[src/rtl/ipr_pkg.sv]
// Package: constants, field layout and carrier types for the input PLL reference select control
// Functional notes
// - Independent bit set: secondary uses own divider words
// - Independent bit clear: secondary copies primary divide setting
// - Fail-safe set: clock failure forces tune voltage midsupply
// - Fail-safe clear: failure tristates pump, tune follows
// - Pin mode off: codes pick nonrevertive/revert/force
// - Pin mode on: pin low primary, high secondary
// - Secondary bypass equals divide word zero or one
// - Bypassed divider divides by exactly one
// - Bit zero bypasses primary divider, clear divides
// - Zero resistor code maps to kilohm value/external
package ipr_pkg;

  localparam int unsigned ADDR_W = 12;
  localparam int unsigned DIV_W = 16;
  localparam int unsigned KOHM_W = 10;

  // Register indices; byte address is four times the index
  localparam logic [ADDR_W-1:0] IDX_MISC = 12'h0_01c;
  localparam logic [ADDR_W-1:0] IDX_LOOP_ZERO_RESISTOR = 12'h0_01d;
  localparam logic [ADDR_W-1:0] ADDR_MISC = IDX_MISC << 2;
  localparam logic [ADDR_W-1:0] ADDR_LOOP_ZERO_RESISTOR = IDX_LOOP_ZERO_RESISTOR << 2;

  // Miscellaneous register fields
  localparam int unsigned MISC_INDEP_BIT = 7;
  localparam int unsigned MISC_FAILSAFE_BIT = 6;
  localparam int unsigned MISC_SEL_HI = 4;
  localparam int unsigned MISC_SEL_LO = 2;
  localparam int unsigned MISC_BYP_SEC_BIT = 1;
  localparam int unsigned MISC_BYP_PRI_BIT = 0;
  localparam logic [7:0] MISC_WMASK = 8'hd_f;
  localparam logic [7:0] MISC_RESET = 8'h0_0;

  // Zero resistor register fields
  localparam logic [7:0] LOOP_ZERO_RESISTOR_WMASK = 8'h0_f;
  localparam logic [7:0] LOOP_ZERO_RESISTOR_RESET = 8'h0_0;
  localparam logic [3:0] LOOP_ZERO_RESISTOR_CODE_EXT = 4'h8;

  localparam logic [KOHM_W-1:0] KOHM_883 = 10'd883;
  localparam logic [KOHM_W-1:0] KOHM_677 = 10'd677;
  localparam logic [KOHM_W-1:0] KOHM_341 = 10'd341;
  localparam logic [KOHM_W-1:0] KOHM_135 = 10'd135;
  localparam logic [KOHM_W-1:0] KOHM_10 = 10'd10;
  localparam logic [KOHM_W-1:0] KOHM_NONE = 10'd0;

  localparam logic [DIV_W-1:0] DIV_ONE = 16'h0_001;

  typedef enum logic [2:0] {
    IPR_SEL_NONREV = 3'b000,
    IPR_SEL_REVERT = 3'b001,
    IPR_SEL_FORCE_PRI = 3'b010,
    IPR_SEL_FORCE_SEC = 3'b011
  } ipr_sel_mode_t;

  typedef enum logic {
    IPR_REF_PRI = 1'b0,
    IPR_REF_SEC = 1'b1
  } ipr_ref_t;

  // Divider words from the divider register bank
  typedef struct packed {
    logic [DIV_W-1:0] pri_word;
    logic [DIV_W-1:0] sec_word;
  } ipr_div_words_t;

  // Clock health from the loss-of-reference and feedback monitors
  typedef struct packed {
    logic pri_fail;
    logic sec_fail;
    logic fb_fail;
  } ipr_health_t;

  // Controls handed to the analog reference path
  typedef struct packed {
    logic [DIV_W-1:0] pri_ratio;
    logic [DIV_W-1:0] sec_ratio;
    logic pri_bypass;
    logic sec_bypass;
    ipr_ref_t active_ref;
    logic tune_mid;
    logic pump_tristate;
    logic [KOHM_W-1:0] loop_zero_resistor_kohm;
    logic loop_zero_resistor_external;
  } ipr_ctrl_t;

endpackage

[src/rtl/ipr_ref_select_ctrl.sv]
// Input PLL reference select, divider bypass, fail-safe and zero resistor control with APB registers
//
// The APB interface to the registers was chosen for this implementation.
`timescale 1ns/10ps
module ipr_ref_select_ctrl (
  // APB slave
  input wire logic pclk,
  input wire logic presetn,
  input wire logic psel,
  input wire logic penable,
  input wire logic pwrite,
  input wire logic [ipr_pkg::ADDR_W-1:0] paddr,
  input wire logic [31:0] pwdata,
  output logic [31:0] prdata,
  output logic pready,
  output logic pslverr,
  // Reference path inputs
  input wire logic ref_select_pin,
  input wire ipr_pkg::ipr_div_words_t div_words,
  input wire ipr_pkg::ipr_health_t health,
  // Reference path controls
  output ipr_pkg::ipr_ctrl_t ctrl
);

  function automatic logic [ipr_pkg::KOHM_W-1:0] loop_zero_resistor_value(input logic [3:0] code);
    logic [ipr_pkg::KOHM_W-1:0] v;
    v = ipr_pkg::KOHM_NONE;
    case (code)
      4'h0: v = ipr_pkg::KOHM_883;
      4'h1: v = ipr_pkg::KOHM_677;
      4'h2: v = ipr_pkg::KOHM_341;
      4'h3: v = ipr_pkg::KOHM_135;
      4'h4, 4'h5, 4'h6, 4'h7: v = ipr_pkg::KOHM_10;
      default: v = ipr_pkg::KOHM_NONE;
    endcase
    return v;
  endfunction

  logic [7:0] misc_q;
  logic [7:0] misc_d;
  logic [7:0] loop_zero_resistor_q;
  logic [7:0] loop_zero_resistor_d;
  logic [31:0] prdata_d;
  logic sel_meta_q;
  logic sel_sync_q;
  ipr_pkg::ipr_ref_t ref_q;
  ipr_pkg::ipr_ref_t ref_d;
  ipr_pkg::ipr_ctrl_t ctrl_d;

  // Bus decode
  wire setup_ph = psel && !penable;
  wire access_ph = psel && penable;
  wire hit_misc = (paddr == ipr_pkg::ADDR_MISC);
  wire hit_loop_zero_resistor = (paddr == ipr_pkg::ADDR_LOOP_ZERO_RESISTOR);
  wire mapped = hit_misc || hit_loop_zero_resistor;
  wire wr_misc = access_ph && pwrite && hit_misc;
  wire wr_loop_zero_resistor = access_ph && pwrite && hit_loop_zero_resistor;

  assign pready = 1'b1;
  assign pslverr = access_ph && !mapped;

  // Reserved bits are masked on write so they always read zero
  assign misc_d = wr_misc ? (pwdata[7:0] & ipr_pkg::MISC_WMASK) : misc_q;
  assign loop_zero_resistor_d = wr_loop_zero_resistor ? (pwdata[7:0] & ipr_pkg::LOOP_ZERO_RESISTOR_WMASK) : loop_zero_resistor_q;
  assign prdata_d = !setup_ph ? prdata : hit_misc ? {24'h00_0000, misc_q} :
                    hit_loop_zero_resistor ? {24'h00_0000, loop_zero_resistor_q} : 32'h0000_0000;

  // Field views
  wire indep = misc_q[ipr_pkg::MISC_INDEP_BIT];
  wire failsafe = misc_q[ipr_pkg::MISC_FAILSAFE_BIT];
  wire pin_mode = misc_q[ipr_pkg::MISC_SEL_HI];
  wire [2:0] sel_code = misc_q[ipr_pkg::MISC_SEL_HI:ipr_pkg::MISC_SEL_LO];
  wire byp_sec_bit = misc_q[ipr_pkg::MISC_BYP_SEC_BIT];
  wire byp_pri_bit = misc_q[ipr_pkg::MISC_BYP_PRI_BIT];
  wire [3:0] loop_zero_resistor_code = loop_zero_resistor_q[3:0];

  // Secondary word follows the primary unless independent control is on
  wire [ipr_pkg::DIV_W-1:0] sec_src = indep ? div_words.sec_word : div_words.pri_word;
  // Word values 0 and 1 behave as bypass
  wire pri_word_byp = (div_words.pri_word <= ipr_pkg::DIV_ONE);
  wire sec_word_byp = (sec_src <= ipr_pkg::DIV_ONE);
  wire pri_byp = byp_pri_bit || pri_word_byp;
  wire sec_byp = byp_sec_bit || sec_word_byp;

  // Reference selection; automatic modes start on the primary after reset
  always_comb
  begin
    ref_d = ref_q;
    if (pin_mode)
    begin
      ref_d = sel_sync_q ? ipr_pkg::IPR_REF_SEC : ipr_pkg::IPR_REF_PRI;
    end
    else
    begin
      case (ipr_pkg::ipr_sel_mode_t'(sel_code))
        ipr_pkg::IPR_SEL_NONREV:
        begin
          // Once moved to the secondary, stay there until it fails while the primary is healthy
          if (ref_q == ipr_pkg::IPR_REF_PRI && health.pri_fail && !health.sec_fail)
            ref_d = ipr_pkg::IPR_REF_SEC;
          else if (ref_q == ipr_pkg::IPR_REF_SEC && health.sec_fail && !health.pri_fail)
            ref_d = ipr_pkg::IPR_REF_PRI;
        end
        ipr_pkg::IPR_SEL_REVERT:
        begin
          if (!health.pri_fail)
            ref_d = ipr_pkg::IPR_REF_PRI;
          else if (!health.sec_fail)
            ref_d = ipr_pkg::IPR_REF_SEC;
        end
        ipr_pkg::IPR_SEL_FORCE_PRI: ref_d = ipr_pkg::IPR_REF_PRI;
        ipr_pkg::IPR_SEL_FORCE_SEC: ref_d = ipr_pkg::IPR_REF_SEC;
        default: ref_d = ref_q;
      endcase
    end
  end

  // Input clock failure means the reference now in use has failed
  wire in_fail = (ref_d == ipr_pkg::IPR_REF_SEC) ? health.sec_fail : health.pri_fail;
  wire clk_fail = in_fail || health.fb_fail;

  always_comb
  begin
    ctrl_d = '0;
    ctrl_d.pri_ratio = pri_byp ? ipr_pkg::DIV_ONE : div_words.pri_word;
    ctrl_d.sec_ratio = sec_byp ? ipr_pkg::DIV_ONE : sec_src;
    ctrl_d.pri_bypass = pri_byp;
    ctrl_d.sec_bypass = sec_byp;
    ctrl_d.active_ref = ref_d;
    ctrl_d.tune_mid = failsafe && clk_fail;
    ctrl_d.pump_tristate = !failsafe && clk_fail;
    ctrl_d.loop_zero_resistor_kohm = loop_zero_resistor_value(loop_zero_resistor_code);
    ctrl_d.loop_zero_resistor_external = (loop_zero_resistor_code == ipr_pkg::LOOP_ZERO_RESISTOR_CODE_EXT);
  end

  always_ff @(posedge pclk or negedge presetn)
  begin
    if (!presetn)
    begin
      misc_q <= ipr_pkg::MISC_RESET;
      loop_zero_resistor_q <= ipr_pkg::LOOP_ZERO_RESISTOR_RESET;
      prdata <= 32'h0000_0000;
    end
    else
    begin
      misc_q <= misc_d;
      loop_zero_resistor_q <= loop_zero_resistor_d;
      prdata <= prdata_d;
    end
  end

  // Select pin is asynchronous to pclk
  always_ff @(posedge pclk or negedge presetn)
  begin
    if (!presetn)
    begin
      sel_meta_q <= 1'b0;
      sel_sync_q <= 1'b0;
    end
    else
    begin
      sel_meta_q <= ref_select_pin;
      sel_sync_q <= sel_meta_q;
    end
  end

  always_ff @(posedge pclk or negedge presetn)
  begin
    if (!presetn)
    begin
      ref_q <= ipr_pkg::IPR_REF_PRI;
      ctrl <= '0;
    end
    else
    begin
      ref_q <= ref_d;
      ctrl <= ctrl_d;
    end
  end
endmodule

[config.mk]
export PLATFORM = sky130hd
export DESIGN_NAME = ipr_ref_select_ctrl
export DESIGN_NICKNAME = d
export VERILOG_FILES = /design/src/rtl/ipr_pkg.sv /design/src/rtl/ipr_ref_select_ctrl.sv
export SDC_FILE = /design/constraint.sdc
export NUM_CORES = 1
export LEC_CHECK = 0
export BUFFER_PORTS_ARGS = -buffer_cell sky130_fd_sc_hd__clkbuf_2
export CAP_MARGIN = 10
export CORE_ASPECT_RATIO = 1.25
export CORE_MARGIN = 1
export CORE_UTILIZATION = 44
export CTS_CLUSTER_DIAMETER = 80
export DETAILED_ROUTE_END_ITERATION = 8
export GPL_TIMING_DRIVEN = 0
export PLACE_DENSITY = 0.8
export REMOVE_ABC_BUFFERS = 1
export SYNTH_ARGS = -nofsm -noshare
export SYNTH_HDL_FRONTEND = slang
export SYNTH_SLANG_ARGS = --single-unit
[constraint.sdc]
create_clock -name pclk -period 2.5 [get_ports pclk]
set_input_delay 0.5 -clock pclk [delete_from_list [all_inputs] [get_ports pclk]]
set_output_delay 0.5 -clock pclk [all_outputs]
set_load 0.01 [all_outputs]
Word level (Yosys, flattened, before mapping)
Memory sizes are Yosys's and may differ from the RTL's.
Cells that the tools add are included.
{"block": "totals", "regBits": 93, "rom_bits": 80, "output_inout_bits": 82, "n_memories": 1}
{"block": "classes", "n_lt_le_gt_ge": 2, "n_eq_ne": 6, "mux": 14, "n_bitwise": 1, "n_reduce_logical": 22}
{"name": "(no name shown)", "depth": 8, "width": 10, "rd": 1, "rd_clocked_by_memory_dff": 0, "write_ports": 0, "line_no": "ipr_ref_select_ctrl.sv:28", "rtl": "case (code)"}
{"cell": "16-bit 2-to-1 mux", "n": 3}
{"cell": "16-bit by 1-bit less-or-equal comparator with 1-bit output (second input constant)", "n": 2}
{"cell": "12-bit by 7-bit == test with 1-bit output (second input constant)", "n": 2}
{"cell": "1-bit logical AND", "n": 12}
{"cell": "10-bit 2-to-1 mux", "n": 1}
{"cell": "8-bit 2-to-1 mux", "n": 1}
{"cell": "1-bit 2-to-1 mux", "n": 7}
{"cell": "3-bit by 2-bit == test with 1-bit output (second input constant)", "n": 2}
{"cell": "1-bit logical NOT", "n": 5}
{"cell": "4-bit == test (second input constant)", "n": 1}
{"cell": "1-bit logical OR", "n": 4}
{"cell": "4-bit 2-to-1 mux", "n": 1}
{"cell": "1-bit one-hot mux with 4 select lines", "n": 1}
{"cell": "3-bit by 1-bit == test with 1-bit output (second input constant)", "n": 1}
{"cell": "3-bit logical NOT", "n": 1}
{"cell": "1-bit NOT", "n": 1}

Longest topological paths before layout
Gate-level depths: netlist of run 1.
{"block": "logic_depth", "ltp_word": 9, "ltp_mapped": 5}

Worst setup path after synthesis of run 1
No wires, ideal clock.
{"block": "synth_timing", "path_type": "in2out", "start": "in paddr[9] in the netlist's numbering", "end": "out pslverr", "arrival_ns": 1.660, "required_ns": 2.000, "slack_ns": 0.340, "stages": 3, "n_path_buf": 0, "path_cell_list": "or4_4 -> or3_4 -> and3_2"}
{"block": "synth_via", "elab_chain_cells": 4, "elab_cells_between_ends": 5}
{"element": "start: declaration", "line_no": "ipr_ref_select_ctrl.sv:12", "rtl": "input wire logic [ipr_pkg::ADDR_W-1:0] paddr,"}
{"element": "12-bit by 7-bit == test with 1-bit output, on equally long branches", "line_no": "ipr_ref_select_ctrl.sv:53, ipr_ref_select_ctrl.sv:54"}
{"element": "1-bit logical OR (*)", "line_no": "ipr_ref_select_ctrl.sv:55", "rtl": "wire mapped = hit_misc || hit_loop_zero_resistor;"}
{"element": "1-bit logical NOT (*)", "line_no": "ipr_ref_select_ctrl.sv:60", "rtl": "assign pslverr = access_ph && !mapped;"}
{"element": "1-bit logical AND (*)", "line_no": "ipr_ref_select_ctrl.sv:60"}
{"element": "end: declaration", "line_no": "ipr_ref_select_ctrl.sv:16", "rtl": "output logic pslverr,"}
Mark *: on every way between the ends. The rest lies on a longest branch, timed or not.

Worst setup path after layout of run 1
Ends and elaborated chain as after synthesis.

==> impl_metrics.toml, run 1 <==
[hold_path]
hp-start = "ref_select_pin"
min_to = "sel_meta_q$_DFF_PN0_"
hold_path_class = "input port to flop"
hold_path_depth = 1

[setup_path]
cpMostUsedCell = "clkbuf_2"
worst_r2r_startpoint = "misc_q[7]$_DFFE_PN0P_"
startpoint_type = "input port"
crit_chain = "clkbuf_2 -> or4_4 -> or3_4 -> and3_2 -> clkbuf_2"
slowest_stage = "or4_4"
reg2reg_slack_ps = 240
max_stage_delay_ps = 530
required_ps = 2000
setup.worst_path.class = "input port to primary output"
rr_worst_depth = 4
critical_path_arrival_ps = 1890
cp_max_fo = 6
end_kind = "primary output"
r2r_end = "ctrl[16]$_DFF_PN0_"

[clock_network]
cts_setup_buffers = 0
tritoncts = "yes"
htreeDepth = 3
cts.sink_count = 65
cts_buffer_depth = 2
holdBufCountCts = 0
cts_buffers = 9
clkSlewWorstSetupHoldPaths_ps = 60
clkLatencyLatePin_ps = 330
clockRootBuffer = "clkbuf_8"

[global_routing]
grt_max_degree = 66
track_usage_pct = 19.1
antenna_found_initial = 0
grt_pass1_wl_mm = 9.67
grt_pass1_vias = 2064
grt_overflow = 0

[sta]
relSlewSlack_pct = 42.3
slew_viol_final = 0
finalCritPeriodShare_pct = 95.7
fin_crit_ps = 2390
finClkSkew_ps = 5.54
rsz0062_at_grt = "no"
worst_pin_slew_ps = 866
setup_viol_count_final = 0
hold_viol = 0
setup_slack_ps = 108
clock.fmax_mhz = 418
setup_tns_ps = 0

[finish]
antenna_cells = 0
register_area_um2 = 1630
multi_input_area_um2 = 1030
syn_to_final_growth_pct = 25.1
fill_cells = 550
final_common_cell = "clkbuf_2"
final_layout_size_suffix_gt1_share_pct = 38.5
nNetsFinal = 448
final_cell_mix = "clkbuf_2 (114), dfrtp_1 (64), conb_1 (26)"

[drt]
via_count = 2139
drtIter0Drc = 68
drcViolationCount = 0
route.detailed.wl_per_inst_um = 13.7
wl_mm = 6.19
drt-pass1-iter-count = 4
ant_nets = 0
vias_per_cell = 4.74

[logic_synthesis]
syn_avg_cell_area_um2 = 11.5
synth_cell_types = 46
syn_inst = 250
synth-async-reset-ratio_pct = 100
synth-seq-cells = 65
ys_seq_area_share_pct = 56.6
ys_warn_count = 0
synth_area_um2 = 2880
synth_top_area_cell = "dfrtp_1"
synth_area_leaders = "dfrtp_1 (57%), buf_4 (8.4%), mux2i_1 (6.6%)"
yosysTopAreaCellShare_pct = 56.6
synth_edf_count = 0
synth_ff_type = "dfrtp_1"

[die]
die_area_um2 = 6860
die_h_um = 92.4
fp-row-count = 32
core-area_um2 = 6250
initial_core_util_pct = 46.0
die_width_um = 74.3
io_pins = 167

[place]
place_hpwl_mm = 4.71
io_buffers = 115
pre_cts_ws_ps = -202
gp_congestion = 0.727

[power_and_ir_drop]
powerDensity_nw_per_um2 = 621
p_leak_nw = 1.84
power_mw = 2.23
ir_drop_mv = 0.296

[run_status]
outcome = "finished, final reports clean"

[job]
maxCapViolations = 0
[sequential cells by signal, indices dropped and copies added, names as in the netlist]
signal,cells
ctrl,44
misc_q,7
prdata,7
loop_zero_resistor_q,4
ref_q,1
sel_meta_q,1
sel_sync_q,1
[critical path, delay by kind of cell]
family / cells / cell delay (ps)
AND/OR/NAND/NOR: 3 / 1190
buffers and inverters: 2 / 200
[stage by stage]
step | instance area, µm² | utilization, % | hold slack, ps | std cells
after floorplan | 2700 | - | 204 | 235
after global placement | 3380 | 54.1 | 336 | 435
after detailed placement | 3380 | 54.1 | 340 | 435
after CTS | 3590 | 57.6 | 261 | 451
after global routing | 3600 | 57.6 | 269 | 451
final | 3600 | 57.6 | 279 | 451
[cell type report]
type / count / area share [%]
clock inverters: 5 / 2.23
multi-input cells: 160 / 28.8
clock buffers: 11 / 3.65
inverters: 10 / 1.04
flip-flops and latches: 65 / 45.3
well taps: 85 / 2.96
repair buffers: 115 / 16.1
[routing by layer]
| layer | track usage, % | routed length [µm] | vias up |
|---|---|---|---|
| met1 | 21.4 | 2360 | 1019 |
| li1 | - | - | 1002 |
| met2 | 33.4 | 3340 | 110 |
| met3 | 4.57 | 409 | 8 |
| met5 | 0 | 0 | - |
| met4 | 9.12 | 80 | 0 |
[worst max-delay path by stage]
stage | cells past startpoint | end | start | slack (ps)
after floorplan | 4 | misc_q[7]$_DFFE_PN0P_ | paddr[9] | 290
after global placement | 5 | misc_q[2]$_DFFE_PN0P_ | paddr[9] | -150
after detailed placement | 4 | ctrl[16]$_DFF_PN0_ | misc_q[7]$_DFFE_PN0P_ | -200
after CTS | 4 | ctrl[16]$_DFF_PN0_ | misc_q[7]$_DFFE_PN0P_ | 80
after global routing | 4 | ctrl[16]$_DFF_PN0_ | misc_q[7]$_DFFE_PN0P_ | 60
final | 5 | pslverr | paddr[9] | 110
[where the power goes]
group          internal [mW]  switching (mW)
Clock                  0.560           0.385
Combinational         0.0794           0.117
Sequential              1.08          0.0101
[logic make-up (layout without fill, tap and decap cells)]
logic type / count (synthesis) / after routing / synth area share [%]
AOI/OAI and AO/OA: 22 / 22 / 5.74
muxes: 31 / 31 / 11.3
buffers and inverters: 49 / 141 / 10.6
and+or+nand+nor: 79 / 79 / 14.6
adders and majority gates: 2 / 2 / 0.870
DFF: 65 / 65 / 56.6
other: 2 / 26 / 0.261
[synth_stat cells (3+ instances only)]
cell type	number
dfrtp_1	65
buf_4	32
nor2_1	23
mux2i_1	19
nor2b_1	15
nand2_1	14
inv_1	10
mux2_1	7
nor3_1	6
mux2_2	5
o31ai_1	5
clkbuf_1	4
a21oi_1	3
or3_1	3
[what timing repair did]
action | 4_1_cts | 5_1_grt
endpoints found under the setup margin | 2 | 2
hold endpoints to repair | 0 | 0
cloned | 0 | 0
gates resized for setup | 1 | 1
Note: power is estimated with default switching activity, not from simulation.
==> inputs of run 2 (changes only) <==
Settings changed: ABC_AREA set to 1.
==> run 2 against run 1 <==
Against the previous run:
- clock skew increased by 2.9 ps
- critical path type is now flop to flop
- power increased by 2.3%
- cell area increased by 2.8%
- sequential power is essentially flat
- die area increased by 3.9%
- first-iteration DRC count grew 110%
- largest power group unchanged
==> impl_metrics.toml, run 2 <==
[logic_synthesis]
synthSimpleGateAreaFrac_pct = 22.0
synth_most_common_cell = "dfrtp_1"
syn_avg_cell_area_um2 = 8.87
synth_area_um2 = 2990
synth_top_area_cell = "dfrtp_1"
synthAdderAreaFrac_pct = 0.837
ys_warn_count = 0
synth_cell_types = 28
synth_compound_area_share_pct = 6.11
yosysTopAreaCellShare_pct = 54.4
syn_inst = 337
synth-seq-cells = 65
synthMuxAreaShare_pct = 0
yosys-top-cells-count = "dfrtp_1 (65), nand2_1 (62), inv_1 (49)"
synth_ff_type = "dfrtp_1"
synth_area_leaders = "dfrtp_1 (54%), nand2_1 (7.8%), buf_4 (7.5%)"
synth_top_family_by_area = "simple AND/OR/NAND/NOR gates"
synth-async-reset-ratio_pct = 100
synth_xor_area_share_pct = 0
ys_seq_area_share_pct = 54.4
synth_edf_count = 0

[global_routing]
grt_max_degree = 66
track_usage_pct = 18.2
grt_pass1_vias = 2180
antenna_found_initial = 0
busiest_layer = "met2"
met3_usage_pct = 5.58
gr-usage-met2_pct = 32.4
grt_pass1_wl_mm = 9.53
met1_usage_pct = 18.3
grt_overflow = 0

[sta]
clock.fmax_mhz = 489
relSlewSlack_pct = 42.3
slew_viol_final = 0
worst_pin_slew_ps = 865
holdWs_ps = 272
finClkSkew_ps = 8.42
rsz0062_at_grt = "no"
fin_crit_ps = 2040
setup_viol_count_final = 0
setup_tns_ps = 0
finalCritPeriodShare_pct = 81.7
hold_viol = 0

[place]
place_hpwl_mm = 4.67
gp_congestion = 0.867
io_buffers = 115

[finish]
final_layout_size_suffix_gt1_share_pct = 33.6
syn_to_final_growth_pct = 23.6
antenna_cells = 0
largest_register_ffs = 44
final_cell_mix = "clkbuf_2 (114), dfrtp_1 (65), nand2_1 (62)"
fill_cells = 582
largestRegisters = "ctrl x44, misc_q x7, prdata x7"
nNetsFinal = 538
largest_register = "ctrl"
final_util_pct = 56.3
final_common_cell = "clkbuf_2"

[setup_path]
required_ps = 2720
setup.worst_path.class = "flop to flop"
cp_max_fo = 27
end_kind = "flop"
critical_path_arrival_ps = 2260
startpoint_type = "flop"

[clock_network]
htreeDepth = 3
tritoncts = "yes"
cts_setup_buffers = 0
cts_buffer_depth = 2
clkSlewWorstSetupHoldPaths_ps = 70
clkLatencyLatePin_ps = 330
cts_buffers = 9
clockRootBuffer = "clkbuf_8"
cts.sink_count = 65
cts_resized = 0
holdBufCountCts = 0

[job]
maxCapViolations = 0

[power_and_ir_drop]
powerDensity_nw_per_um2 = 619
p_leak_nw = 2.06
power_mw = 2.29
ir_drop_mv = 0.266

[drt]
via_count = 2401
drtIter0Drc = 143
drcViolationCount = 0
drt-pass1-iter-count = 4
wl_mm = 6.04
ant_nets = 0
route.detailed.wl_per_inst_um = 11.1
vias_per_cell = 4.42

[die]
io_pins = 167
fp-row-count = 33
core-area_um2 = 6570
die_area_um2 = 7130
die_h_um = 94.2
die_width_um = 75.7
initial_core_util_pct = 45.5

[hold_path]
hold_path_class = "input port to flop"

[run_status]
outcome = "finished, final reports clean"
[run 2: cell count changes after synthesis, moves of 7 or more]
| cell | delta |
|---|---|
| nand2_1 | +48 |
| inv_1 | +39 |
| nor2_1 | +25 |
| mux2i_1 | -19 |
| nor2b_1 | -15 |
| o21ai_0 | +15 |
| nand3_1 | +14 |
| nor2_2 | +11 |
| mux2_1 | -7 |
[run 2: worst max-delay path, stage by stage (launching register included)]
cell and delay, ps:
dfrtp_1 850, inv_2 180, o21ai_0 280, nand3_1 120, nor2_2 120, nand2_2 80, nand2_4 210, nor2_1 70
[run 2: path summary, 6_finish.rpt]
check / from / end / slack, ps / depth (start not counted)
max in group asynchronous: presetn / loop_zero_resistor_q[2]$_DFFE_PN0P_ / 1630 / 1
worst max-delay path: misc_q[7]$_DFFE_PN0P_ / ctrl[17]$_DFF_PN0_ / 460 / 7
worst max register to register: misc_q[7]$_DFFE_PN0P_ / ctrl[17]$_DFF_PN0_ / 460 / 7
worst min-delay path: ref_select_pin / sel_meta_q$_DFF_PN0_ / 270 / 1
worst min register to register: sel_meta_q$_DFF_PN0_ / sel_sync_q$_DFF_PN0_ / 350 / 0
min in group asynchronous: presetn / ctrl[43]$_DFF_PN0_ / 300 / 1
[run 2: layout make-up]
class	count	area (µm²)	share of cell area [%]
clock buffers	10	138	3.72
clock inverters	6	90.1	2.44
inverters	51	191	5.18
multi-input cells	209	963	26.1
flip-flops and latches	65	1630	44.0
well taps	87	109	2.95
repair buffers	115	578	15.6
[run 2: kinds of logic after synthesis]
logic type,Yosys count
and+or+nand+nor,149
buffers and inverters,87
DFF,65
AOI/OAI and AO/OA,32
adders and majority gates,2
other,2
[run 2: metrics by stage]
step	cells	cell area, µm²	setup slack (ps)
final	543	3700	456
after global routing	543	3700	249
after CTS	543	3700	437
after detailed placement	527	3470	452
after global placement	527	3470	464
after floorplan	325	2780	804
[run 2: report_power, final]
part	switching [mW]	internal, mW
Sequential	0.00960	1.08
Combinational	0.127	0.0793
Clock	0.396	0.591
[run 2: metal layers]
metal | share of wire, % | vias up
li1 | - | 1205
met1 | 39 | 1059
met2 | 51 | 120
met3 | 7.8 | 17
met4 | 2.5 | 0
met5 | 0 | -
==> inputs of run 3 (changes only) <==
Settings changed: CORE_UTILIZATION 44 to 40, PLACE_DENSITY 0.8 to 0.76.
Clock period 2.5 ns to 1.7 ns, I/O delays scaled along.
==> run 3 against run 2 <==
Against the previous run:
- register-to-register slack got worse by 360 ps
- highest routed layer unchanged
- critical path type is now input port to primary output
- cell area up 2.0%
- clock skew about the same
- die area increased by 9.8%
==> impl_metrics.toml, run 3 (synthesis gave the netlist of run 2 again) <==
[run_status]
outcome = "finished, final reports clean"

[place]
gp_congestion = 0.777
pre_cts_ws_ps = -491
io_buffers = 115
place_hpwl_mm = 4.83

[finish]
largest_register_ffs = 44
syn_to_final_growth_pct = 26.1
final_common_cell = "clkbuf_2"
largest_register = "ctrl"
nNetsFinal = 546
final_util_pct = 53.1
antenna_cells = 0
fill_cells = 660
largestRegisters = "ctrl x44, misc_q x7, prdata x7"
final_cell_mix = "clkbuf_2 (114), dfrtp_1 (64), nand2_1 (62)"
final_layout_size_suffix_gt1_share_pct = 34.7

[sta]
worst_pin_slew_ps = 910
relSlewSlack_pct = 39.4
clock.fmax_mhz = 622
fin_crit_ps = 1610
setup_tns_ps = 0
setup_viol_count_final = 0
slew_viol_final = 0
rsz0062_at_grt = "yes"
holdWs_ps = 108
setup_slack_ps = 93.2
finClkSkew_ps = 8.25
finalCritPeriodShare_pct = 94.5
hold_viol = 0

[setup_path]
cpMostUsedCell = "clkbuf_2"
cp_num_cells = 7
r2r_end = "ctrl[18]$_DFF_PN0_"
cp_top_family = "simple AND/OR/NAND/NOR gates"
end_kind = "primary output"
max_stage_delay_ps = 280
worst_r2r_startpoint = "misc_q[7]$_DFFE_PN0P_"
slowest_stage = "nor3b_4"
required_ps = 1360
critPathBufInv = 2
cp_max_fo = 6
cp-startpoint = "paddr[9]"
rr_worst_depth = 9
critical_path_arrival_ps = 1270
setup.worst_path.class = "input port to primary output"
crit_end = "pslverr"
crit_chain = "clkbuf_2 -> nor2_1 -> nor3b_4 -> nand2_2 -> nor2_4 -> nor3_1 -> clkbuf_2"
startpoint_type = "input port"
reg2reg_slack_ps = 100

[clock_network]
cts_buffer_depth = 2
tritoncts = "yes"
holdBufCountCts = 0
clkSlewWorstSetupHoldPaths_ps = 70
cts_buffers = 9
htreeDepth = 3
clkLatencyLatePin_ps = 340
cts.sink_count = 65
clockRootBuffer = "clkbuf_8"

[power_and_ir_drop]
clockPowerShare_pct = 40.1
powerDensity_nw_per_um2 = 849
seq_power_share_pct = 50.2
p_leak_nw = 2.11
ir_drop_mv = 0.441
p_sw_mw = 0.772
pwr-share-comb_pct = 9.7
power_mw = 3.20
swShare_pct = 24.1
intPower_mw = 2.43

[global_routing]
grt_pass1_vias = 2296
track_usage_pct = 17.9
grt_pass1_wl_mm = 10.5
antenna_found_initial = 0
grt_overflow = 0
grt_max_degree = 66

[die]
die_width_um = 79.3
io_pins = 167
initial_core_util_pct = 42.1
core-area_um2 = 7100
die_area_um2 = 7820
fp-row-count = 34
die_h_um = 98.7

[drt]
drtIter0Drc = 81
route.detailed.wl_per_inst_um = 12.2
wl_mm = 6.77
drcViolationCount = 0
via_count = 2456
drt-pass1-iter-count = 4
vias_per_cell = 4.43
ant_nets = 0

[hold_path]
hold_path_class = "input port to flop"

[job]
maxCapViolations = 0
[run 3: cell count changes in the layout (fill, tap and decap cells not counted), moves of 2 or more]
cell / delta
clkbuf_1: +3
o21ai_2: +2
nand2_8: +2
buf_4: +6
[run 3: worst min-delay path by stage]
stage	cells after the start	slack, ps	endpoint	start
after floorplan	0	40	ctrl[0]$_DFF_PN0_	presetn
after global placement	0	330	sel_sync_q$_DFF_PN0_	sel_meta_q$_DFF_PN0_
after detailed placement	0	340	sel_sync_q$_DFF_PN0_	sel_meta_q$_DFF_PN0_
after CTS	1	100	sel_meta_q$_DFF_PN0_	ref_select_pin
after global routing	1	90	sel_meta_q$_DFF_PN0_	ref_select_pin
final	1	110	sel_meta_q$_DFF_PN0_	ref_select_pin
[run 3: what timing repair did]
| item | in CTS | in global routing |
|---|---|---|
| endpoints found under the hold margin | 0 | 0 |
| setup endpoints to repair | 17 | 16 |
| pin swaps | 0 | 3 |
| gates cloned | 0 | 1 |
| setup buffers | 4 | 3 |
| gates resized for setup | 3 | 8 |
[run 3: area by class of cell]
type | count | area, µm² | area share, %
sequential | 65 | 1630 | 43.2
tap | 90 | 113 | 2.99
inverter | 51 | 194 | 5.14
multi-input combinational | 210 | 1010 | 26.8
clock inverter | 3 | 40.0 | 1.06
timing repair buffer | 122 | 634 | 16.8
clock buffer | 13 | 149 | 3.95
[run 3: power groups by stage]
stage | clock network (mW) | registers [mW] | logic (mW)
6_report | 1.28 | 1.61 | 0.309
5_1_grt | 1.40 | 1.61 | 0.351
4_1_cts | 1.31 | 1.61 | 0.308
3_5_place_dp | 0 | 1.64 | 0.306
3_3_place_gp | 0 | 1.64 | 0.300
2_1_floorplan | 0 | 1.66 | 0.118
[run 3: routing by layer]
metal  share of wire (%)  GRT usage, %
met5                   0             0
met3                 6.3          6.02
met2                  53          31.2
met4                 2.2          7.13
met1                  39          19.8
[run 3: through the flow]
step           cells  area (µm²)
2_1_floorplan    325        2780
3_3_place_gp     530        3470
3_5_place_dp     530        3470
4_1_cts          550        3700
5_1_grt          554        3770
6_report         554        3770
